==> src/rtl/pmicps_regs.vh <==
// How it works
// - after both internal rails pass reset, copy fuses to mirror (and functional if selected).
// - crc mismatch on fuse load sets trim_load_error or fuse_load_error.
// - clean fuse load configures always-on supply, then goes to low power off.
// - low_power_off_select clears at supply rise; at 0 wait in low power off.
// - select at 1 and no event: move on to quick power-up off and wait.
// - event in low power off with select 0 and load error is ignored.
// - input below threshold with valid coin cell gives coin cell state.
// - self-test checks clock, bandgaps, mirror crc, and monitor built-in test.
// - failed self-test reruns up to 3 runs, 2.0 ms apart, then fail-safe.
// - failing monitor built-in test only sets a flag, never blocks.
// - passing self-test enters quick power-up off with circuits biased.
// - in quick power-up off with io supply, mirror registers are host accessible.
// - charger off in quick power-up off until host programs disable bit.
// - event in quick power-up off ignored while any load or test error set.
// - accepted event loads default configuration into functional registers.
// - power-up sequence enables regulators in order; power good may be a step.
// - host reset release is a programmable step; system-on follows the last step.
// - finished sequence enters run with host reset high.
// - switcher and linear run voltages load from fuse voltage bits.
// - seventh switcher uses one 5-bit voltage loaded from its fuse field.
// - switcher run mode default 01 for sync/spread, else from fuse mode; 00 off.
// - linear run enable defaults to 1 if in sequence, else 0.
// - power-up event is pin high in level mode or falling edge in edge mode.
// - self-test failure goes to fail-safe only when trial mode is off.
`ifndef PMICPS_REGS_VH
`define PMICPS_REGS_VH
`define PMICPS_CLK_MHZ 100
`define PMICPS_RETRY_US 2000
`define PMICPS_RETRY_CYC (`PMICPS_RETRY_US * `PMICPS_CLK_MHZ)
`define PMICPS_SELF_TEST_RUNS 3
`define PMICPS_MODE_OFF 2'b00
`define PMICPS_MODE_PWM 2'b01
`define PMICPS_MODE_AUTO 2'b11
`define PMICPS_ST_LOAD 4'h0
`define PMICPS_ST_LPOFF 4'h1
`define PMICPS_ST_TEST 4'h2
`define PMICPS_ST_WAIT 4'h3
`define PMICPS_ST_QPOFF 4'h4
`define PMICPS_ST_PWRUP 4'h5
`define PMICPS_ST_RUN 4'h6
`define PMICPS_ST_FSAFE 4'h7
`define PMICPS_ST_COIN 4'h8
`endif

==> src/rtl/pmicps_ctrl.v <==
`timescale 1ns/1ps
`default_nettype none
`include "pmicps_regs.vh"
// power state controller: fuse load, off states, self-test, power-up, run
module pmicps_ctrl #(
  parameter NSW = 7,
  parameter NLDO = 4,
  parameter NSTEP = 12,
  parameter FUSE_WORDS = 32,
  parameter RETRY_CYC = `PMICPS_RETRY_CYC,
  parameter STEP_CYC = 100
) (
  input wire clock,
  input wire srst,
  input wire digital_rail_ok,
  input wire analog_rail_ok,
  input wire input_above_uv,
  input wire coin_cell_valid,
  input wire power_on_pin,
  input wire fuse_program_supply,
  input wire io_supply,
  input wire [7:0] fuse_data,
  input wire fuse_crc_ok,
  input wire fuse_trim_word_done,
  input wire fuse_word_is_trim,
  input wire fuse_load_done,
  input wire [1:0] fuse_always_on_cfg,
  input wire fuse_power_on_mode,
  input wire fuse_sync_input_enable,
  input wire fuse_sync_output_enable,
  input wire fuse_spread_spectrum_enable,
  input wire fuse_switcher_mode,
  input wire [NSW*8-1:0] fuse_switcher_voltage,
  input wire [NLDO*4-1:0] fuse_linear_voltage,
  input wire [4:0] fuse_switcher_seven_voltage,
  input wire [NSW-1:0] fuse_switcher_in_seq,
  input wire [NLDO-1:0] fuse_linear_in_seq,
  input wire [NSTEP*4-1:0] fuse_step_slot,
  input wire [3:0] fuse_reset_slot,
  input wire [3:0] fuse_power_good_out_slot,
  input wire fuse_power_good_out_is_gpo,
  input wire self_test_present,
  input wire clock_in_tol,
  input wire bandgaps_agree,
  input wire mirror_crc_ok,
  input wire [3:0] monitor_test_fail,
  input wire test_done,
  input wire trial_config_mode,
  input wire low_power_off_wr,
  input wire low_power_off_wdata,
  input wire backup_charger_wr,
  input wire backup_charger_wdata,
  input wire mirror_wr,
  input wire [4:0] mirror_addr,
  input wire [7:0] mirror_wdata,
  output reg [7:0] mirror_rdata,
  output reg mirror_access_ok,
  output reg [3:0] state,
  output reg trim_load_error,
  output reg fuse_load_error,
  output reg self_test_error,
  output reg [3:0] monitor_test_flag,
  output reg fuse_to_functional,
  output reg [1:0] always_on_cfg,
  output reg low_power_off_select,
  output reg charger_on,
  output reg internal_bias_on,
  output reg test_start,
  output reg failsafe_req,
  output reg [NSW-1:0] switcher_enable,
  output reg [NLDO-1:0] linear_enable,
  output reg power_good_out,
  output reg host_reset_out,
  output reg [NSW*8-1:0] switcher_run_voltage,
  output reg [NSW*2-1:0] switcher_run_mode,
  output reg [NLDO*4-1:0] linear_run_voltage,
  output reg [NLDO-1:0] linear_run_enable,
  output reg [4:0] switcher_seven_voltage
);
  // ---------------------------------------------------------------
  // pin synchronisers
  // ---------------------------------------------------------------
  wire [4:0] pins_s;
  pmicps_sync #(.W(5)) u_sync (
    .clock(clock),
    .srst(srst),
    .async_in({power_on_pin, input_above_uv, coin_cell_valid,
      digital_rail_ok & analog_rail_ok, io_supply}),
    .sync_out(pins_s)
  );
  wire power_on_pin_s = pins_s[4];
  wire vin_ok = pins_s[3];
  wire coin_ok = pins_s[2];
  wire rails_ok = pins_s[1];
  wire io_ok = pins_s[0];
  reg power_on_pin_d_r;

  // ---------------------------------------------------------------
  // helpers
  // ---------------------------------------------------------------
  function [1:0] run_mode_default;
    input in_seq;
    input sync_in;
    input sync_out;
    input fss;
    input swmode;
    begin
      if (!in_seq) run_mode_default = `PMICPS_MODE_OFF;
      else if (sync_in | sync_out | fss) run_mode_default = `PMICPS_MODE_PWM;
      else if (swmode) run_mode_default = `PMICPS_MODE_PWM;
      else run_mode_default = `PMICPS_MODE_AUTO;
    end
  endfunction

  // ---------------------------------------------------------------
  // mirror store
  // ---------------------------------------------------------------
  reg [4:0] load_addr_r;
  wire host_mirror = (state == `PMICPS_ST_QPOFF) && io_ok;
  wire load_we = (state == `PMICPS_ST_LOAD) && rails_ok && !fuse_load_done;
  wire [7:0] mirror_q;
  pmicps_mirror #(.AW(5), .DW(8)) u_mirror (
    .clock(clock),
    .we(load_we | (host_mirror & mirror_wr)),
    .waddr(load_we ? load_addr_r : mirror_addr),
    .wdata(load_we ? fuse_data : mirror_wdata),
    .raddr(mirror_addr),
    .rdata(mirror_q)
  );

  // ---------------------------------------------------------------
  // state machine
  // ---------------------------------------------------------------
  // edge mode: power-up event is high-to-low of the pin
  wire pu_event = fuse_power_on_mode ? (power_on_pin_d_r & ~power_on_pin_s) : power_on_pin_s;
  wire load_err = trim_load_error | fuse_load_error;
  localparam [3:0] LAST_SLOT = NSTEP - 1;
  reg [1:0] runs_r;
  reg [31:0] wait_r;
  reg [31:0] step_cnt_r;
  reg [3:0] slot_r;
  reg [3:0] state_nxt;
  integer k;

  always @* begin
    state_nxt = state;
    case (state)
      `PMICPS_ST_COIN: begin
        if (vin_ok) state_nxt = `PMICPS_ST_LOAD;
      end
      `PMICPS_ST_LOAD: begin
        // a failed load still parks in low power off, flags block power-up
        if (rails_ok && fuse_load_done)
          state_nxt = `PMICPS_ST_LPOFF;
      end
      `PMICPS_ST_LPOFF: begin
        if (pu_event && !load_err)
          state_nxt = self_test_present ? `PMICPS_ST_TEST : `PMICPS_ST_QPOFF;
        else if (low_power_off_select && !pu_event)
          state_nxt = self_test_present ? `PMICPS_ST_TEST : `PMICPS_ST_QPOFF;
      end
      `PMICPS_ST_TEST: begin
        if (test_done) begin
          if (clock_in_tol && bandgaps_agree && mirror_crc_ok)
            state_nxt = `PMICPS_ST_QPOFF;
          else if (runs_r + 2'd1 < `PMICPS_SELF_TEST_RUNS)
            state_nxt = `PMICPS_ST_WAIT;
          else if (!trial_config_mode)
            state_nxt = `PMICPS_ST_FSAFE;
          else
            state_nxt = `PMICPS_ST_QPOFF;
        end
      end
      `PMICPS_ST_WAIT: begin
        if (wait_r == RETRY_CYC - 1) state_nxt = `PMICPS_ST_TEST;
      end
      `PMICPS_ST_QPOFF: begin
        if (pu_event && !load_err && !self_test_error)
          state_nxt = `PMICPS_ST_PWRUP;
      end
      `PMICPS_ST_PWRUP: begin
        if (slot_r == LAST_SLOT && step_cnt_r == STEP_CYC - 1)
          state_nxt = `PMICPS_ST_RUN;
      end
      `PMICPS_ST_RUN: begin
        state_nxt = `PMICPS_ST_RUN;
      end
      `PMICPS_ST_FSAFE: begin
        state_nxt = `PMICPS_ST_FSAFE;
      end
      default: state_nxt = `PMICPS_ST_LOAD;
    endcase
    if (!vin_ok) state_nxt = `PMICPS_ST_COIN;
  end

  // ---------------------------------------------------------------
  // registers
  // ---------------------------------------------------------------
  always @(posedge clock) begin
    if (srst || !vin_ok) begin
      state <= `PMICPS_ST_COIN;
      power_on_pin_d_r <= 1'b0;
      load_addr_r <= 5'h00;
      runs_r <= 2'd0;
      wait_r <= 32'h0;
      step_cnt_r <= 32'h0;
      slot_r <= 4'h0;
      trim_load_error <= 1'b0;
      fuse_load_error <= 1'b0;
      self_test_error <= 1'b0;
      monitor_test_flag <= 4'h0;
      fuse_to_functional <= 1'b0;
      always_on_cfg <= 2'b00;
      low_power_off_select <= 1'b0;
      charger_on <= 1'b0;
      internal_bias_on <= 1'b0;
      test_start <= 1'b0;
      failsafe_req <= 1'b0;
      switcher_enable <= {NSW{1'b0}};
      linear_enable <= {NLDO{1'b0}};
      power_good_out <= 1'b0;
      host_reset_out <= 1'b0;
      switcher_run_voltage <= {NSW*8{1'b0}};
      switcher_run_mode <= {NSW*2{1'b0}};
      linear_run_voltage <= {NLDO*4{1'b0}};
      linear_run_enable <= {NLDO{1'b0}};
      switcher_seven_voltage <= 5'h00;
      mirror_rdata <= 8'h00;
      mirror_access_ok <= 1'b0;
    end else begin
      state <= state_nxt;
      power_on_pin_d_r <= power_on_pin_s;
      mirror_rdata <= mirror_q;
      mirror_access_ok <= host_mirror;
      test_start <= (state_nxt == `PMICPS_ST_TEST) &&
        (state != `PMICPS_ST_TEST);
      failsafe_req <= (state == `PMICPS_ST_FSAFE);
      internal_bias_on <= (state_nxt != `PMICPS_ST_LPOFF) &&
        (state_nxt != `PMICPS_ST_LOAD);
      if (state == `PMICPS_ST_LOAD && rails_ok) begin
        if (load_we) load_addr_r <= load_addr_r + 5'h01;
        fuse_to_functional <= fuse_program_supply;
        if (fuse_load_done && !fuse_crc_ok) begin
          if (fuse_word_is_trim) trim_load_error <= 1'b1;
          else fuse_load_error <= 1'b1;
        end
        if (fuse_load_done && fuse_crc_ok && !load_err)
          always_on_cfg <= fuse_always_on_cfg;
      end
      if (low_power_off_wr && state == `PMICPS_ST_RUN)
        low_power_off_select <= low_power_off_wdata;
      // charger takes the inverse of the host disable bit once programmed in system-on
      if (backup_charger_wr && state == `PMICPS_ST_RUN)
        charger_on <= ~backup_charger_wdata;
      // self-test runs and retry spacing
      if (state == `PMICPS_ST_TEST && test_done) begin
        monitor_test_flag <= monitor_test_flag | monitor_test_fail;
        if (!(clock_in_tol && bandgaps_agree && mirror_crc_ok)) begin
          runs_r <= runs_r + 2'd1;
          if (runs_r + 2'd1 >= `PMICPS_SELF_TEST_RUNS)
            self_test_error <= 1'b1;
        end else begin
          runs_r <= 2'd0;
        end
      end
      if (state == `PMICPS_ST_WAIT) wait_r <= wait_r + 32'h1;
      else wait_r <= 32'h0;
      // accepted event: load defaults into functional registers
      if (state == `PMICPS_ST_QPOFF && state_nxt == `PMICPS_ST_PWRUP) begin
        switcher_run_voltage <= fuse_switcher_voltage;
        linear_run_voltage <= fuse_linear_voltage;
        switcher_seven_voltage <= fuse_switcher_seven_voltage;
        for (k = 0; k < NSW; k = k + 1)
          switcher_run_mode[k*2 +: 2] <= run_mode_default(
            fuse_switcher_in_seq[k], fuse_sync_input_enable,
            fuse_sync_output_enable, fuse_spread_spectrum_enable,
            fuse_switcher_mode);
        linear_run_enable <= fuse_linear_in_seq;
        slot_r <= 4'h0;
        step_cnt_r <= 32'h0;
      end
      // ordered enable sequence, one slot per step time
      if (state == `PMICPS_ST_PWRUP || state == `PMICPS_ST_RUN) begin
        if (step_cnt_r == STEP_CYC - 1) begin
          step_cnt_r <= 32'h0;
          if (slot_r != LAST_SLOT) slot_r <= slot_r + 4'h1;
        end else begin
          step_cnt_r <= step_cnt_r + 32'h1;
        end
        for (k = 0; k < NSW; k = k + 1)
          if (fuse_switcher_in_seq[k] && fuse_step_slot[k*4 +: 4] <= slot_r)
            switcher_enable[k] <= 1'b1;
        for (k = 0; k < NLDO; k = k + 1)
          if (fuse_linear_in_seq[k] &&
              fuse_step_slot[(NSW+k)*4 +: 4] <= slot_r)
            linear_enable[k] <= 1'b1;
        if (fuse_power_good_out_is_gpo && fuse_power_good_out_slot <= slot_r)
          power_good_out <= 1'b1;
        if (fuse_reset_slot <= slot_r)
          host_reset_out <= 1'b1;
      end
      if (state_nxt == `PMICPS_ST_RUN)
        host_reset_out <= 1'b1;
    end
  end
endmodule // pmicps_ctrl
`default_nettype wire

==> src/rtl/pmicps_sync.v <==
`timescale 1ns/1ps
`default_nettype none
// three-stage input synchroniser; value updates when stages 2 and 3 agree
module pmicps_sync #(
  parameter W = 1
) (
  input wire clock,
  input wire srst,
  input wire [W-1:0] async_in,
  output reg [W-1:0] sync_out
);
  reg [W-1:0] s1_r;
  reg [W-1:0] s2_r;
  reg [W-1:0] s3_r;
  integer i;
  always @(posedge clock) begin
    if (srst) begin
      s1_r <= {W{1'b0}};
      s2_r <= {W{1'b0}};
      s3_r <= {W{1'b0}};
      sync_out <= {W{1'b0}};
    end else begin
      s1_r <= async_in;
      s2_r <= s1_r;
      s3_r <= s2_r;
      for (i = 0; i < W; i = i + 1) begin
        if (s2_r[i] == s3_r[i]) begin
          sync_out[i] <= s3_r[i];
        end
      end
    end
  end
endmodule // pmicps_sync
`default_nettype wire

==> src/rtl/pmicps_mirror.v <==
`timescale 1ns/1ps
`default_nettype none
// mirror register store; read data registered
module pmicps_mirror #(
  parameter AW = 5,
  parameter DW = 8
) (
  input wire clock,
  input wire we,
  input wire [AW-1:0] waddr,
  input wire [DW-1:0] wdata,
  input wire [AW-1:0] raddr,
  output reg [DW-1:0] rdata
);
  reg [DW-1:0] mem [0:(1<<AW)-1];
  always @(posedge clock) begin
    if (we) begin
      mem[waddr] <= wdata;
    end
    rdata <= mem[raddr];
  end
endmodule // pmicps_mirror
`default_nettype wire

==> config.mk <==
export PLATFORM = sky130hd
export DESIGN_NAME = pmicps_ctrl
export DESIGN_NICKNAME = d
export VERILOG_FILES = /design/src/rtl/pmicps_ctrl.v /design/src/rtl/pmicps_sync.v /design/src/rtl/pmicps_mirror.v
export VERILOG_INCLUDE_DIRS = /design/src /design/src/rtl
export SDC_FILE = /design/constraint.sdc
export NUM_CORES = 1
export LEC_CHECK = 0
export BUFFER_PORTS_ARGS = -buffer_cell sky130_fd_sc_hd__buf_2
export CAP_MARGIN = 0
export CORE_MARGIN = 4
export CORE_UTILIZATION = 60
export DETAILED_ROUTE_END_ITERATION = 10
export HOLD_SLACK_MARGIN = 0.03
export PLACE_DENSITY = 0.93
export SYNTH_ARGS = -nofsm -noshare
export SYNTH_HDL_FRONTEND = slang
export SYNTH_SLANG_ARGS = --single-unit
==> constraint.sdc <==
create_clock -name clock -period 6.8 [get_ports clock]
set_input_delay 0.34 -clock clock [delete_from_list [all_inputs] [get_ports clock]]
set_output_delay 0.34 -clock clock [all_outputs]
set_load 0.1 [all_outputs]
==> flow_summary.html, run 1 <==
<table>
<tr><th>Metric</th><th>Value</th></tr>
<tr><th colspan="2">Power</th></tr>
<tr><td>Cell Pwr Density</td><td>251 mW/mm^2</td></tr>
<tr><td>Standby leakage power</td><td>9.10 nW</td></tr>
<tr><td>Total power of the final layout</td><td>6.21 mW</td></tr>
<tr><td>Largest vdd supply drop</td><td>0.236 mV</td></tr>
<tr><th colspan="2">CTS</th></tr>
<tr><td>Clock sink count</td><td>492</td></tr>
<tr><td>Number of clock buffers inserted by TritonCTS</td><td>48</td></tr>
<tr><td>Clock tree from TritonCTS</td><td>yes</td></tr>
<tr><td>Number of setup buffers added after CTS</td><td>0</td></tr>
<tr><td>Skew-Pair Late Insertion Delay</td><td>~570 ps</td></tr>
<tr><td>Clock transition time at the flip-flop clock pins of the worst setup and hold paths</td><td>60 ps</td></tr>
<tr><td>CTS H-tree lvls</td><td>2</td></tr>
<tr><td>Root Buffer Master</td><td>clkbuf_16</td></tr>
<tr><td>Number of buffers between clock root and the deepest sink</td><td>3</td></tr>
<tr><th colspan="2">Timing</th></tr>
<tr><td>Setup TNS Final</td><td>0 ps</td></tr>
<tr><td>Final Max Slew Viols</td><td>0</td></tr>
<tr><td>Shortest clock period the worst path allows after layout</td><td>3690 ps</td></tr>
<tr><td>Fin crit share</td><td>0.543</td></tr>
<tr><td>Worst slew slack as a fraction of its limit</td><td>0.129</td></tr>
<tr><td>Final Hold Violating Endpoints</td><td>0</td></tr>
<tr><td>Slew @ Worst Pin</td><td>approximately 1300 ps</td></tr>
<tr><td>Final hold slack</td><td>approximately 40 ps</td></tr>
<tr><td>RSZ-0062 raised after global routing</td><td>no</td></tr>
<tr><td>Highest clock rate</td><td>0.271 GHz</td></tr>
<tr><td>Total of endpoints with negative setup slack in the final report</td><td>0</td></tr>
<tr><td>Layout Skew</td><td>22.9 ps</td></tr>
<tr><th colspan="2">Floorplanning</th></tr>
<tr><td>Io pins</td><td>~340</td></tr>
<tr><td>Die outline area</td><td>approximately 0.037 mm^2</td></tr>
<tr><td>Number of placement rows</td><td>67</td></tr>
<tr><td>Y dimension of the die</td><td>around 190 um</td></tr>
<tr><td>Die width</td><td>192 um</td></tr>
<tr><td>Initial standard-cell utilization of the core</td><td>0.606</td></tr>
<tr><td>Area of the core</td><td>0.0334 mm^2</td></tr>
<tr><th colspan="2">Layout</th></tr>
<tr><td>Final Net Count</td><td>2315</td></tr>
<tr><td>Non-filler instance count after layout</td><td>2555</td></tr>
<tr><td>Fraction of layout cells with a size suffix above 1</td><td>0.245</td></tr>
<tr><td>Commonest non-fill, non-tap cell in the layout</td><td>buf_2</td></tr>
<tr><td>Area added between synthesis and finish</td><td>21.9%</td></tr>
<tr><td>Post-layout util</td><td>0.738</td></tr>
<tr><td>Highest-count cells in the layout ignoring fill and taps</td><td>buf_2 (328), nand2_1 (277), edfxtp_1 (256)</td></tr>
<tr><th colspan="2">Logic synthesis</th></tr>
<tr><td>Sequential share of the synthesized area</td><td>0.613</td></tr>
<tr><td>Cell taking the most area after synthesis</td><td>edfxtp_1</td></tr>
<tr><td>Number of enable flip-flop cells after synthesis</td><td>256</td></tr>
<tr><td>Net Count, Synth</td><td>1925</td></tr>
<tr><td>Mean area per synthesized cell</td><td>12.2 um^2</td></tr>
<tr><td>Combined area of all synthesized cells</td><td>0.0203 mm^2</td></tr>
<tr><td>Yosys warnings</td><td>0</td></tr>
<tr><td>Area share of the leading cell type in the synthesized netlist</td><td>0.380</td></tr>
<tr><td>Yosys cell types</td><td>61</td></tr>
<tr><td>Primary flip-flop cell chosen by synthesis mapping</td><td>edfxtp_1</td></tr>
<tr><td>Synthesized instance count</td><td>~1700</td></tr>
<tr><td>Dominant cells by area after synthesis</td><td>edfxtp_1 (38%), dfxtp_1 (23%), mux4_2 (8.9%)</td></tr>
<tr><td>Register bit total from synthesis</td><td>492</td></tr>
<tr><td>Share of flip-flops with an asynchronous set or reset</td><td>0</td></tr>
<tr><th colspan="2">Routing</th></tr>
<tr><td>Via-per-instance ratio</td><td>6.24</td></tr>
<tr><td>Iteration count of the initial detailed-routing pass</td><td>6</td></tr>
<tr><td>Met3 wire length</td><td>6940 um</td></tr>
<tr><td>Detailed-route wire length per cell</td><td>25.1 um</td></tr>
<tr><td>Met2 layer wire length in the routed design</td><td>31000 um</td></tr>
<tr><td>1st-iter DRT viols</td><td>approximately 1900</td></tr>
<tr><td>Met1 Wirelength</td><td>21800 um</td></tr>
<tr><td>Remaining routing DRC violations</td><td>0</td></tr>
<tr><td>DR vias</td><td>roughly 16000</td></tr>
<tr><td>Top layer used by detailed routing</td><td>met5</td></tr>
<tr><td>Number of routed nets with antenna violations</td><td>0</td></tr>
<tr><td>Total wire length after detailed routing</td><td>64100 um</td></tr>
<tr><th colspan="2">Critical path</th></tr>
<tr><td>Critical setup path kind</td><td>flop to flop</td></tr>
<tr><td>Max FO, Critical Path</td><td>20</td></tr>
<tr><td>Arr. time, crit path</td><td>~4000 ps</td></tr>
<tr><td>Startpoint kind of the worst setup timing path</td><td>flop</td></tr>
<tr><td>Critical Path RT</td><td>6990 ps</td></tr>
<tr><td>Nature of the critical path endpoint</td><td>flop</td></tr>
<tr><th colspan="2">GRT</th></tr>
<tr><td>Global-route wire length before repair</td><td>94500 um</td></tr>
<tr><td>Pin count of the biggest net entering global routing</td><td>98</td></tr>
<tr><td>Via count of the first global-routing pass</td><td>15800</td></tr>
<tr><td>GR Overflow Total</td><td>0</td></tr>
<tr><td>Antenna violations before repair</td><td>12</td></tr>
<tr><td>Gr usage total</td><td>0.340</td></tr>
<tr><th colspan="2">Run</th></tr>
<tr><td>Max-cap viol count</td><td>0</td></tr>
<tr><th colspan="2">Placed design</th></tr>
<tr><td>Gpl congestion</td><td>around 0.9</td></tr>
<tr><td>HPWL Detailed</td><td>39000 um</td></tr>
<tr><td>Placed cell count</td><td>2368</td></tr>
<tr><td>Port Buffers</td><td>330</td></tr>
<tr><th colspan="2">Worst hold path</th></tr>
<tr><td>Worst min-delay path category</td><td>input port to flop</td></tr>
<tr><th colspan="2">Run status</th></tr>
<tr><td>Outcome</td><td>finished, final reports clean</td></tr>
</table>
==> layer usage <==
layer | GRT usage | vias to the layer above
met2 | 0.572 | 1140
met1 | 0.400 | 7631
met4 | 0.178 | 8
li1 | - | 6892
met5 | 0.0124 | -
met3 | 0.0914 | 269
==> final timing paths <==
path                              startpoint             endpoint  slack [ps]  depth (start not counted)
setup / recovery                    state[3]  u_mirror.mem[26][2]        3110                          5
hold / removal    fuse_power_good_out_is_gpo       power_good_out          40                          3
setup reg to reg                    state[3]  u_mirror.mem[26][2]        3110                          5
hold reg to reg            u_mirror.rdata[5]      mirror_rdata[5]         440                          1
==> what timing repair did <==
action / 4_1_cts / 5_1_grt
resized for setup: 0 / 0
hold endpoints to repair: 85 / 0
endpoints found under the setup margin: 0 / 0
hold buffers: 86 / 0
==> synthesized netlist by cell type (2+ instances only) <==
cell type and instances:
nand2_1 277, and4_1 7, a21o_1 2, nor2_1 117, edfxtp_1 256, or3_1 7, o211ai_1 4, and3_1 19
buf_4 9, nor3_1 9, clkbuf_1 50, dfxtp_1 236, o21ai_0 67, a21oi_1 120, nand3b_1 4, nand4_1 39
nor4_1 12, o31ai_1 8, ha_1 58, nand3_1 54, buf_1 7, buf_2 13, nor4_2 2, mux2_2 8
o21a_1 27, inv_1 26, nor4b_1 2, a31oi_1 19, o32ai_1 2, nor2b_1 31, mux2i_1 7, xnor2_1 6
mux4_2 80, a211oi_1 2, and2_1 19, o22ai_1 2, buf_6 3, o21ba_2 2, or4_1 2, nand2b_1 3
xor2_1 28
==> report_power, final <==
| group | internal [mW] | switching, mW |
|---|---|---|
| logic | 0.150 | 0.148 |
| registers | 3.13 | 0.00278 |
| clock network | 1.60 | 1.18 |
==> flip-flops by register name, summed over array words and instances, names as in the netlist, 5 cells and up <==
register and cells:
switcher_run_mode 14, switcher_seven_voltage 5, u_mirror.mem 256, switcher_run_voltage 56, switcher_enable 7, linear_run_voltage 16
wait_r 32, u_mirror.rdata 8, step_cnt_r 32, mirror_rdata 8, load_addr_r 5
==> kinds of logic after synthesis <==
family,Yosys count,share of synthesized area
AOI/OAI and AO/OA,267,0.0764
muxes,95,0.0969
buffers and inverters,109,0.0238
adders and majority gates,58,0.0358
DFF,492,0.613
xor gates and xnor gates,34,0.0147
and+or+nand+nor,611,0.140
==> cell type report <==
class	instances	area [um^2]
tap	448	561
fill	1980	8760
inverter	26	100
clock buffer	56	1250
clock inverter	34	390
antenna	11	27.5
multi-input combinational	1065	7380
timing repair buffer	423	2570
sequential	492	12400
==> through the flow <==
stage	setup slack, ps	instance area (um^2)
floorplan	3810	20300
global placement	3550	22200
detailed placement	3340	22200
CTS	3230	24700
global route	2930	24700
finish	3110	24700
==> critical path, stage by stage, from the launching register on <==
cell and delay (ps):
dfxtp_1 390, nor2_2 350, nand3_1 810, o22ai_1 610, nand2_1 380, nor2_1 790
(Power assumes the default switching activity.)
==> inputs of run 2 (changes only) <==
--- a/config.mk
+++ b/config.mk
@@ -6,13 +6,14 @@
 export SDC_FILE = /design/constraint.sdc
 export NUM_CORES = 1
 export LEC_CHECK = 0
+export ABC_AREA = 1
 export BUFFER_PORTS_ARGS = -buffer_cell sky130_fd_sc_hd__buf_2
 export CAP_MARGIN = 0
 export CORE_MARGIN = 4
-export CORE_UTILIZATION = 60
+export CORE_UTILIZATION = 57
 export DETAILED_ROUTE_END_ITERATION = 10
 export HOLD_SLACK_MARGIN = 0.03
-export PLACE_DENSITY = 0.93
+export PLACE_DENSITY = 0.89
 export SYNTH_ARGS = -nofsm -noshare
 export SYNTH_HDL_FRONTEND = slang
 export SYNTH_SLANG_ARGS = --single-unit
==> constraint.sdc (replaced) <==
create_clock -name clock -period 3.7 [get_ports clock]
set_input_delay 0.185 -clock clock [delete_from_list [all_inputs] [get_ports clock]]
set_output_delay 0.185 -clock clock [all_outputs]
set_load 0.1 [all_outputs]
==> run 2 against run 1 <==
Against the previous run:
- die area grew 11%
- count of clock-buffer cells in the layout grew 14
- cell count grew 27%
- synthesized area grew 5.5%
- maximum frequency grew 5.3%
- non-clock buffer count grew 44
- cell area grew 5.6%
- highest routed layer is now met4
==> flow_summary.html, run 2 <==
<table>
<tr><th>Metric</th><th>Value</th></tr>
<tr><th colspan="2">Run status</th></tr>
<tr><td>Outcome</td><td>finished, final reports clean</td></tr>
<tr><th colspan="2">Layout</th></tr>
<tr><td>Non-filler instance count after layout</td><td>3253</td></tr>
<tr><td>Highest-count cells in the layout ignoring fill and taps</td><td>nor2_1 (531), buf_2 (329), nand2_1 (261)</td></tr>
<tr><td>Final Net Count</td><td>between 2000 and 3000</td></tr>
<tr><td>Storage element area</td><td>0.0124 mm^2</td></tr>
<tr><td>Fillers</td><td>2361</td></tr>
<tr><td>Commonest non-fill, non-tap cell in the layout</td><td>nor2_1</td></tr>
<tr><td>Number of flip-flops under the largest register name</td><td>256</td></tr>
<tr><td>Fraction of layout cells with a size suffix above 1</td><td>0.166</td></tr>
<tr><td>Top flop regs</td><td>u_mirror.mem: 256 flops, switcher_run_voltage: 56 flops</td></tr>
<tr><td>Top reg by flops</td><td>u_mirror.mem</td></tr>
<tr><td>Footprint of the multi-input gates</td><td>between 0.007 and 0.008 mm^2</td></tr>
<tr><td>Area added between synthesis and finish</td><td>22.0%</td></tr>
<tr><th colspan="2">Worst hold path</th></tr>
<tr><td>Worst min-delay path category</td><td>input port to flop</td></tr>
<tr><th colspan="2">Logic synthesis</th></tr>
<tr><td>Synthesized-area fraction occupied by and/or/nand/nor cells</td><td>0.196</td></tr>
<tr><td>Area share of the leading cell type in the synthesized netlist</td><td>0.360</td></tr>
<tr><td>Multiplexer share of the synthesized area</td><td>0</td></tr>
<tr><td>Leading post-synthesis cells by instance count</td><td>nor2_1 (532), nand2_1 (261), edfxtp_1 (256)</td></tr>
<tr><td>Share of flip-flops with an asynchronous set or reset</td><td>0</td></tr>
<tr><td>Dominant cells by area after synthesis</td><td>edfxtp_1 (36%), dfxtp_1 (22%), nor2_1 (9.3%)</td></tr>
<tr><td>Register bit total from synthesis</td><td>roughly 490</td></tr>
<tr><td>Combined area of all synthesized cells</td><td>0.0214 mm^2</td></tr>
<tr><td>Primary flip-flop cell chosen by synthesis mapping</td><td>edfxtp_1</td></tr>
<tr><td>Sequential share of the synthesized area</td><td>0.581</td></tr>
<tr><td>Cell taking the most area after synthesis</td><td>edfxtp_1</td></tr>
<tr><td>Post-Synth Adder-Cell Area</td><td>0.0339</td></tr>
<tr><td>Synthesized-area fraction occupied by ao, oa, aoi and oai cells</td><td>0.129</td></tr>
<tr><td>Dominant combinational cell family by area after synthesis</td><td>simple AND/OR/NAND/NOR gates</td></tr>
<tr><td>Number of enable flip-flop cells after synthesis</td><td>256</td></tr>
<tr><td>Mean area per synthesized cell</td><td>9.16 um^2</td></tr>
<tr><td>Synthesized instance count</td><td>2333</td></tr>
<tr><td>Yosys warnings</td><td>0</td></tr>
<tr><td>Most instantiated library cell after synthesis</td><td>nor2_1</td></tr>
<tr><td>Yosys cell types</td><td>between 40 and 50</td></tr>
<tr><td>XOR/XNOR share of the synthesized area</td><td>0.00287</td></tr>
<tr><td>Net Count, Synth</td><td>2592</td></tr>
<tr><th colspan="2">Critical path</th></tr>
<tr><td>Max FO, Critical Path</td><td>13</td></tr>
<tr><td>Arr. time, crit path</td><td>3700 ps</td></tr>
<tr><td>Nature of the critical path endpoint</td><td>flop</td></tr>
<tr><td>Critical setup path kind</td><td>flop to flop</td></tr>
<tr><td>Startpoint kind of the worst setup timing path</td><td>flop</td></tr>
<tr><td>Critical Path RT</td><td>3900 ps</td></tr>
<tr><th colspan="2">GRT</th></tr>
<tr><td>Pin count of the biggest net entering global routing</td><td>129</td></tr>
<tr><td>Gr usage total</td><td>0.316</td></tr>
<tr><td>Via count of the first global-routing pass</td><td>20100</td></tr>
<tr><td>Global-route wire length before repair</td><td>104000 um</td></tr>
<tr><td>GR Overflow Total</td><td>0</td></tr>
<tr><td>Antenna violations before repair</td><td>9</td></tr>
<tr><th colspan="2">Timing</th></tr>
<tr><td>Final hold slack</td><td>~37 ps</td></tr>
<tr><td>Setup TNS Final</td><td>0 ps</td></tr>
<tr><td>Total of endpoints with negative setup slack in the final report</td><td>0</td></tr>
<tr><td>Final Max Slew Viols</td><td>0</td></tr>
<tr><td>Slew @ Worst Pin</td><td>~1400 ps</td></tr>
<tr><td>Highest clock rate</td><td>roughly 0.29 GHz</td></tr>
<tr><td>Final Hold Violating Endpoints</td><td>0</td></tr>
<tr><td>Layout Skew</td><td>33.6 ps</td></tr>
<tr><td>Shortest clock period the worst path allows after layout</td><td>3510 ps</td></tr>
<tr><td>RSZ-0062 raised after global routing</td><td>no</td></tr>
<tr><td>Worst slew slack as a fraction of its limit</td><td>0.0779</td></tr>
<tr><td>Final worst-path setup slack</td><td>193 ps</td></tr>
<tr><td>Fin crit share</td><td>0.948</td></tr>
<tr><th colspan="2">Floorplanning</th></tr>
<tr><td>Die width</td><td>202 um</td></tr>
<tr><td>Number of placement rows</td><td>70</td></tr>
<tr><td>Die outline area</td><td>0.0407 mm^2</td></tr>
<tr><td>Io pins</td><td>approximately 340</td></tr>
<tr><td>Area of the core</td><td>0.0368 mm^2</td></tr>
<tr><td>Y dimension of the die</td><td>between 200 and 250 um</td></tr>
<tr><td>Initial standard-cell utilization of the core</td><td>0.581</td></tr>
<tr><th colspan="2">Run</th></tr>
<tr><td>Max-cap viol count</td><td>0</td></tr>
<tr><th colspan="2">Power</th></tr>
<tr><td>Largest vdd supply drop</td><td>between 0.3 and 0.4 mV</td></tr>
<tr><td>Standby leakage power</td><td>10.4 nW</td></tr>
<tr><td>Cell Pwr Density</td><td>between 400 and 500 mW/mm^2</td></tr>
<tr><th colspan="2">CTS</th></tr>
<tr><td>Number of clock buffers inserted by TritonCTS</td><td>49</td></tr>
<tr><td>Number of setup buffers added after CTS</td><td>0</td></tr>
<tr><td>Clock sink count</td><td>492</td></tr>
<tr><td>Clock transition time at the flip-flop clock pins of the worst setup and hold paths</td><td>60 ps</td></tr>
<tr><td>Count of cells resized by post-cts repair</td><td>0</td></tr>
<tr><td>Number of buffers between clock root and the deepest sink</td><td>3</td></tr>
<tr><td>Skew-Pair Late Insertion Delay</td><td>570 ps</td></tr>
<tr><td>CTS Hold Bufs</td><td>117</td></tr>
<tr><td>CTS H-tree lvls</td><td>2</td></tr>
<tr><td>Clock tree from TritonCTS</td><td>yes</td></tr>
<tr><td>Root Buffer Master</td><td>clkbuf_16</td></tr>
<tr><th colspan="2">Placed design</th></tr>
<tr><td>HPWL Detailed</td><td>40100 um</td></tr>
<tr><td>Pre-CTS setup slack</td><td>468 ps</td></tr>
<tr><td>Gpl congestion</td><td>0.942</td></tr>
<tr><td>Placed cell count</td><td>3036</td></tr>
<tr><td>Port Buffers</td><td>330</td></tr>
<tr><th colspan="2">Routing</th></tr>
<tr><td>Number of routed nets with antenna violations</td><td>0</td></tr>
<tr><td>1st-iter DRT viols</td><td>around 2200</td></tr>
<tr><td>Via-per-instance ratio</td><td>6.13</td></tr>
<tr><td>DR vias</td><td>19900</td></tr>
<tr><td>Remaining routing DRC violations</td><td>0</td></tr>
<tr><td>Detailed-route wire length per cell</td><td>20.6 um</td></tr>
<tr><td>Total wire length after detailed routing</td><td>~67000 um</td></tr>
<tr><td>Iteration count of the initial detailed-routing pass</td><td>7</td></tr>
</table>
run 2: changes by cell type in the layout (fill, tap and decap cells not counted), moves of 19 or more:
| cell | previous run | this run |
|---|---|---|
| mux4_2 | 80 | 0 |
| nor2_1 | 117 | 531 |
| nand3_1 | 53 | 106 |
| o21a_1 | 27 | 2 |
| nor2b_1 | 30 | 0 |
| inv_1 | 25 | 170 |
| o21ai_0 | 67 | 194 |
| xor2_1 | 28 | 6 |
| and2_1 | 19 | 0 |
| o21ai_1 | 0 | 70 |
| dlygate4sd3_1 | 86 | 117 |
| o221ai_1 | 0 | 49 |
| a21oi_1 | 120 | 99 |
run 2: final cells by class:
type,instances,area share
sequential,492,0.476
multi-input combinational,1546,0.296
timing repair buffer,467,0.115
clock buffer,70,0.0539
inverter,180,0.0259
tap,468,0.0225
clock inverter,21,0.00931
antenna,9,0.000864
run 2: cell families (layout without fill, tap and decap cells):
kind of cell	Yosys count	after routing
AO/OA/AOI/OAI	484	484
AND/OR/NAND/NOR	997	997
buffers and inverters	295	738
flip-flops	492	492
other	0	9
adder cells (fa/ha/maj)	58	58
XOR/XNOR	7	7
run 2: per-layer routing:
metal	track usage	part of all wire	routed length, um
met3	0.0719	0.10	6970
met4	0.202	0.073	4900
met1	0.366	0.35	23200
met2	0.530	0.48	32000
met5	0	0	0
run 2: report_power, final:
group	internal (mW)	switching, mW	total [mW]	leakage [nW]
Clock	2.99	2.07	5.07	0.801
Combinational	0.260	0.379	0.639	5.36
Sequential	5.75	0.00568	5.75	4.20
Total	9.00	2.46	11.5	10.4
run 2: path summary, 6_finish.rpt:
| path | start | end | slack, ps | cells after the start |
|---|---|---|---|---|
| min | test_done | monitor_test_flag[0] | 40 | 5 |
| max | state[3] | u_mirror.mem[8][4] | 190 | 9 |
| max reg2reg | state[3] | u_mirror.mem[8][4] | 190 | 9 |
| min reg2reg | u_mirror.rdata[5] | mirror_rdata[5] | 410 | 2 |
run 2: per-stage QoR:
| stage | instance area, um^2 | power [mW] | util |
|---|---|---|---|
| after global placement | 23200 | 6.35 | 0.632 |
| after global routing | 26100 | 11.7 | 0.709 |
| after floorplan | 21400 | 6.13 | - |
| final | 26100 | 11.5 | 0.709 |
| after detailed placement | 23200 | 6.37 | 0.632 |
| after CTS | 26100 | 11.4 | 0.708 |
run 2: critical path: stages, from the launching register on:
cell and delay, ps:
dfxtp_1 330, nor2_1 310, nand3_2 210, nor2_1 230, inv_1 310, nor2_1 260
a21oi_1 130, inv_1 120, nand3_1 440, nor2_1 780
==> inputs of run 3 (changes only) <==
--- a/config.mk
+++ b/config.mk
@@ -9,11 +9,13 @@
 export ABC_AREA = 1
 export BUFFER_PORTS_ARGS = -buffer_cell sky130_fd_sc_hd__buf_2
 export CAP_MARGIN = 0
+export CELL_PAD_IN_SITES_DETAIL_PLACEMENT = 1
+export CELL_PAD_IN_SITES_GLOBAL_PLACEMENT = 1
 export CORE_MARGIN = 4
-export CORE_UTILIZATION = 57
+export CORE_UTILIZATION = 43
 export DETAILED_ROUTE_END_ITERATION = 10
 export HOLD_SLACK_MARGIN = 0.03
-export PLACE_DENSITY = 0.89
+export PLACE_DENSITY = 0.88
 export SYNTH_ARGS = -nofsm -noshare
 export SYNTH_HDL_FRONTEND = slang
 export SYNTH_SLANG_ARGS = --single-unit
==> run 3 against run 2 <==
Against the previous run:
- critical path depth stayed put
- utilization is 17 points lower
- die area is 31% higher
- cell count is 7.2% higher
- register-to-register slack hardly changed
- non-clock buffer count is 22 higher
- clock skew is 44 ps higher
- sequential power hardly changed
- critical endpoint is now u_mirror.mem[10][6]
- setup slack better by 14 ps
- hold slack better by 37 ps
==> flow_summary.html, run 3 (synthesized netlist as in run 2, its figures left out) <==
<table>
<tr><th>Metric</th><th>Value</th></tr>
<tr><th colspan="2">Floorplanning</th></tr>
<tr><td>Io pins</td><td>approximately 340</td></tr>
<tr><td>Die width</td><td>231 um</td></tr>
<tr><td>Y dimension of the die</td><td>231 um</td></tr>
<tr><td>Die outline area</td><td>between 0.05 and 0.06 mm^2</td></tr>
<tr><td>Initial standard-cell utilization of the core</td><td>0.436</td></tr>
<tr><td>Number of placement rows</td><td>between 80 and 90</td></tr>
<tr><td>Area of the core</td><td>0.0491 mm^2</td></tr>
<tr><th colspan="2">Layout</th></tr>
<tr><td>Top flop regs</td><td>u_mirror.mem: 256 flops, switcher_run_voltage: 56 flops</td></tr>
<tr><td>Highest-count cells in the layout ignoring fill and taps</td><td>nor2_1 (531), buf_2 (329), nand2_1 (261)</td></tr>
<tr><td>Fraction of layout cells with a size suffix above 1</td><td>0.177</td></tr>
<tr><td>Fillers</td><td>5701</td></tr>
<tr><td>Top reg by flops</td><td>u_mirror.mem</td></tr>
<tr><td>Number of flip-flops under the largest register name</td><td>256</td></tr>
<tr><td>Commonest non-fill, non-tap cell in the layout</td><td>nor2_1</td></tr>
<tr><td>Final Net Count</td><td>approximately 3000</td></tr>
<tr><td>Area added between synthesis and finish</td><td>24.6%</td></tr>
<tr><th colspan="2">GRT</th></tr>
<tr><td>Gr usage total</td><td>0.328</td></tr>
<tr><td>Pin count of the biggest net entering global routing</td><td>~130</td></tr>
<tr><td>Global-route wire length before repair</td><td>136000 um</td></tr>
<tr><td>Antenna violations before repair</td><td>24</td></tr>
<tr><td>Via count of the first global-routing pass</td><td>roughly 23000</td></tr>
<tr><td>GR Overflow Total</td><td>0</td></tr>
<tr><th colspan="2">Power</th></tr>
<tr><td>Standby leakage power</td><td>approximately 11 nW</td></tr>
<tr><td>Comb pwr share</td><td>0.062</td></tr>
<tr><td>Cell Int Power</td><td>around 9.0 mW</td></tr>
<tr><td>Largest vdd supply drop</td><td>0.380 mV</td></tr>
<tr><td>Sequential share of power</td><td>0.479</td></tr>
<tr><td>Clk network pwr share</td><td>0.460</td></tr>
<tr><td>Switching share of power</td><td>0.249</td></tr>
<tr><td>Reported net switching power</td><td>3.00 mW</td></tr>
<tr><td>Total power of the final layout</td><td>between 10 and 15 mW</td></tr>
<tr><td>Cell Pwr Density</td><td>452 mW/mm^2</td></tr>
<tr><th colspan="2">Critical path</th></tr>
<tr><td>Critical setup path kind</td><td>flop to flop</td></tr>
<tr><td>Max FO, Critical Path</td><td>13</td></tr>
<tr><td>Cell with the largest stage delay on the worst path</td><td>nor2_1</td></tr>
<tr><td>Most used cell, CP</td><td>nor2_1</td></tr>
<tr><td>Arr. time, crit path</td><td>3690 ps</td></tr>
<tr><td>Peak per-stage delay on the critical path</td><td>840 ps</td></tr>
<tr><td>Startpoint kind of the worst setup timing path</td><td>flop</td></tr>
<tr><td>Nature of the critical path endpoint</td><td>flop</td></tr>
<tr><td>Critical Path RT</td><td>slightly below 4000 ps</td></tr>
<tr><td>Cells traversed along the worst timing path</td><td>nor2_1 &gt; nand3_2 &gt; nor2_1 &gt; inv_1 &gt; nor2_1 &gt; a21oi_1 &gt; inv_1 &gt; nand3_1 &gt; nor2_1</td></tr>
<tr><th colspan="2">Timing</th></tr>
<tr><td>Layout Skew</td><td>77.5 ps</td></tr>
<tr><td>Setup TNS Final</td><td>0 ps</td></tr>
<tr><td>Worst slew slack as a fraction of its limit</td><td>0.0690</td></tr>
<tr><td>RSZ-0062 raised after global routing</td><td>no</td></tr>
<tr><td>Final hold slack</td><td>73.8 ps</td></tr>
<tr><td>Fin crit share</td><td>0.944</td></tr>
<tr><td>Total of endpoints with negative setup slack in the final report</td><td>0</td></tr>
<tr><td>Shortest clock period the worst path allows after layout</td><td>3490 ps</td></tr>
<tr><td>Final Hold Violating Endpoints</td><td>0</td></tr>
<tr><td>Final Max Slew Viols</td><td>0</td></tr>
<tr><td>Slew @ Worst Pin</td><td>between 1000 and 1500 ps</td></tr>
<tr><td>Highest clock rate</td><td>0.286 GHz</td></tr>
<tr><th colspan="2">CTS</th></tr>
<tr><td>Number of setup buffers added after CTS</td><td>0</td></tr>
<tr><td>Clock transition time at the flip-flop clock pins of the worst setup and hold paths</td><td>70 ps</td></tr>
<tr><td>Count of cells resized by post-cts repair</td><td>0</td></tr>
<tr><td>Number of clock buffers inserted by TritonCTS</td><td>50</td></tr>
<tr><td>CTS H-tree lvls</td><td>2</td></tr>
<tr><td>CTS Hold Bufs</td><td>120</td></tr>
<tr><td>Root Buffer Master</td><td>clkbuf_16</td></tr>
<tr><td>Skew-Pair Late Insertion Delay</td><td>640 ps</td></tr>
<tr><td>Clock tree from TritonCTS</td><td>yes</td></tr>
<tr><td>Clock sink count</td><td>around 500</td></tr>
<tr><td>Number of buffers between clock root and the deepest sink</td><td>3</td></tr>
<tr><th colspan="2">Routing</th></tr>
<tr><td>Remaining routing DRC violations</td><td>0</td></tr>
<tr><td>Detailed-route wire length per cell</td><td>28.3 um</td></tr>
<tr><td>Via-per-instance ratio</td><td>6.20</td></tr>
<tr><td>Number of routed nets with antenna violations</td><td>0</td></tr>
<tr><td>Iteration count of the initial detailed-routing pass</td><td>5</td></tr>
<tr><td>1st-iter DRT viols</td><td>2672</td></tr>
<tr><td>Total wire length after detailed routing</td><td>98600 um</td></tr>
<tr><td>DR vias</td><td>approximately 22000</td></tr>
<tr><th colspan="2">Run</th></tr>
<tr><td>Max-cap viol count</td><td>0</td></tr>
<tr><th colspan="2">Placed design</th></tr>
<tr><td>Port Buffers</td><td>330</td></tr>
<tr><td>Gpl congestion</td><td>0.921</td></tr>
<tr><td>HPWL Detailed</td><td>just over 50000 um</td></tr>
<tr><th colspan="2">Worst hold path</th></tr>
<tr><td>Worst min-delay path category</td><td>input port to flop</td></tr>
<tr><th colspan="2">Run status</th></tr>
<tr><td>Outcome</td><td>finished, final reports clean</td></tr>
</table>
-- run 3: path summary, 6_finish.rpt --
kind                                   startpoint                  end  slack, ps  cells past startpoint
worst max-delay path                     state[3]  u_mirror.mem[10][6]        210                      9
worst min-delay path               mirror_addr[3]    u_mirror.rdata[1]         70                      3
worst max register to register           state[3]  u_mirror.mem[10][6]        210                      9
worst min register to register  u_mirror.rdata[3]      mirror_rdata[3]        400                      2
-- run 3: per-layer routing --
layer,GRT usage,up-vias,part of all wire
met5,0,-,0.00058
li1,-,8870,-
met3,0.0845,618,0.10
met2,0.562,1632,0.47
met1,0.364,10500,0.33
met4,0.203,10,0.089
-- run 3: cell type report --
| type | count | area (um^2) | area share |
|---|---|---|---|
| clock inverter | 26 | 272 | 0.0102 |
| tap | 664 | 831 | 0.0312 |
| timing repair buffer | 489 | 3190 | 0.120 |
| multi-input combinational | 1546 | 7730 | 0.290 |
| sequential | 492 | 12400 | 0.466 |
| inverter | 180 | 676 | 0.0254 |
| clock buffer | 68 | 1460 | 0.0548 |
| antenna | 23 | 57.6 | 0.00216 |
-- run 3: through the flow --
step	util	std cells	setup slack [ps]	instance area, um^2
2_1_floorplan	-	2333	812	21400
3_3_place_gp	0.482	3251	661	23600
3_5_place_dp	0.482	3251	475	23600
4_1_cts	0.542	3465	319	26600
5_1_grt	0.542	3480	35.5	26600
6_report	0.543	3488	207	26600
-- run 3: power groups by stage --
stage	sequential (mW)	clock (mW)	combinational, mW
floorplan	5.87	0	0.262
global placement	5.87	0	0.500
detailed placement	5.87	0	0.539
CTS	5.75	5.38	0.654
global route	5.75	5.75	0.768
finish	5.75	5.53	0.740
-- run 3: worst max-delay path, delay by kind of cell, from the launching register on --
kind	cells	cell delay (ps)
compound gates	1	120
buf+inv	2	350
simple gates	6	2240
flops	1	340
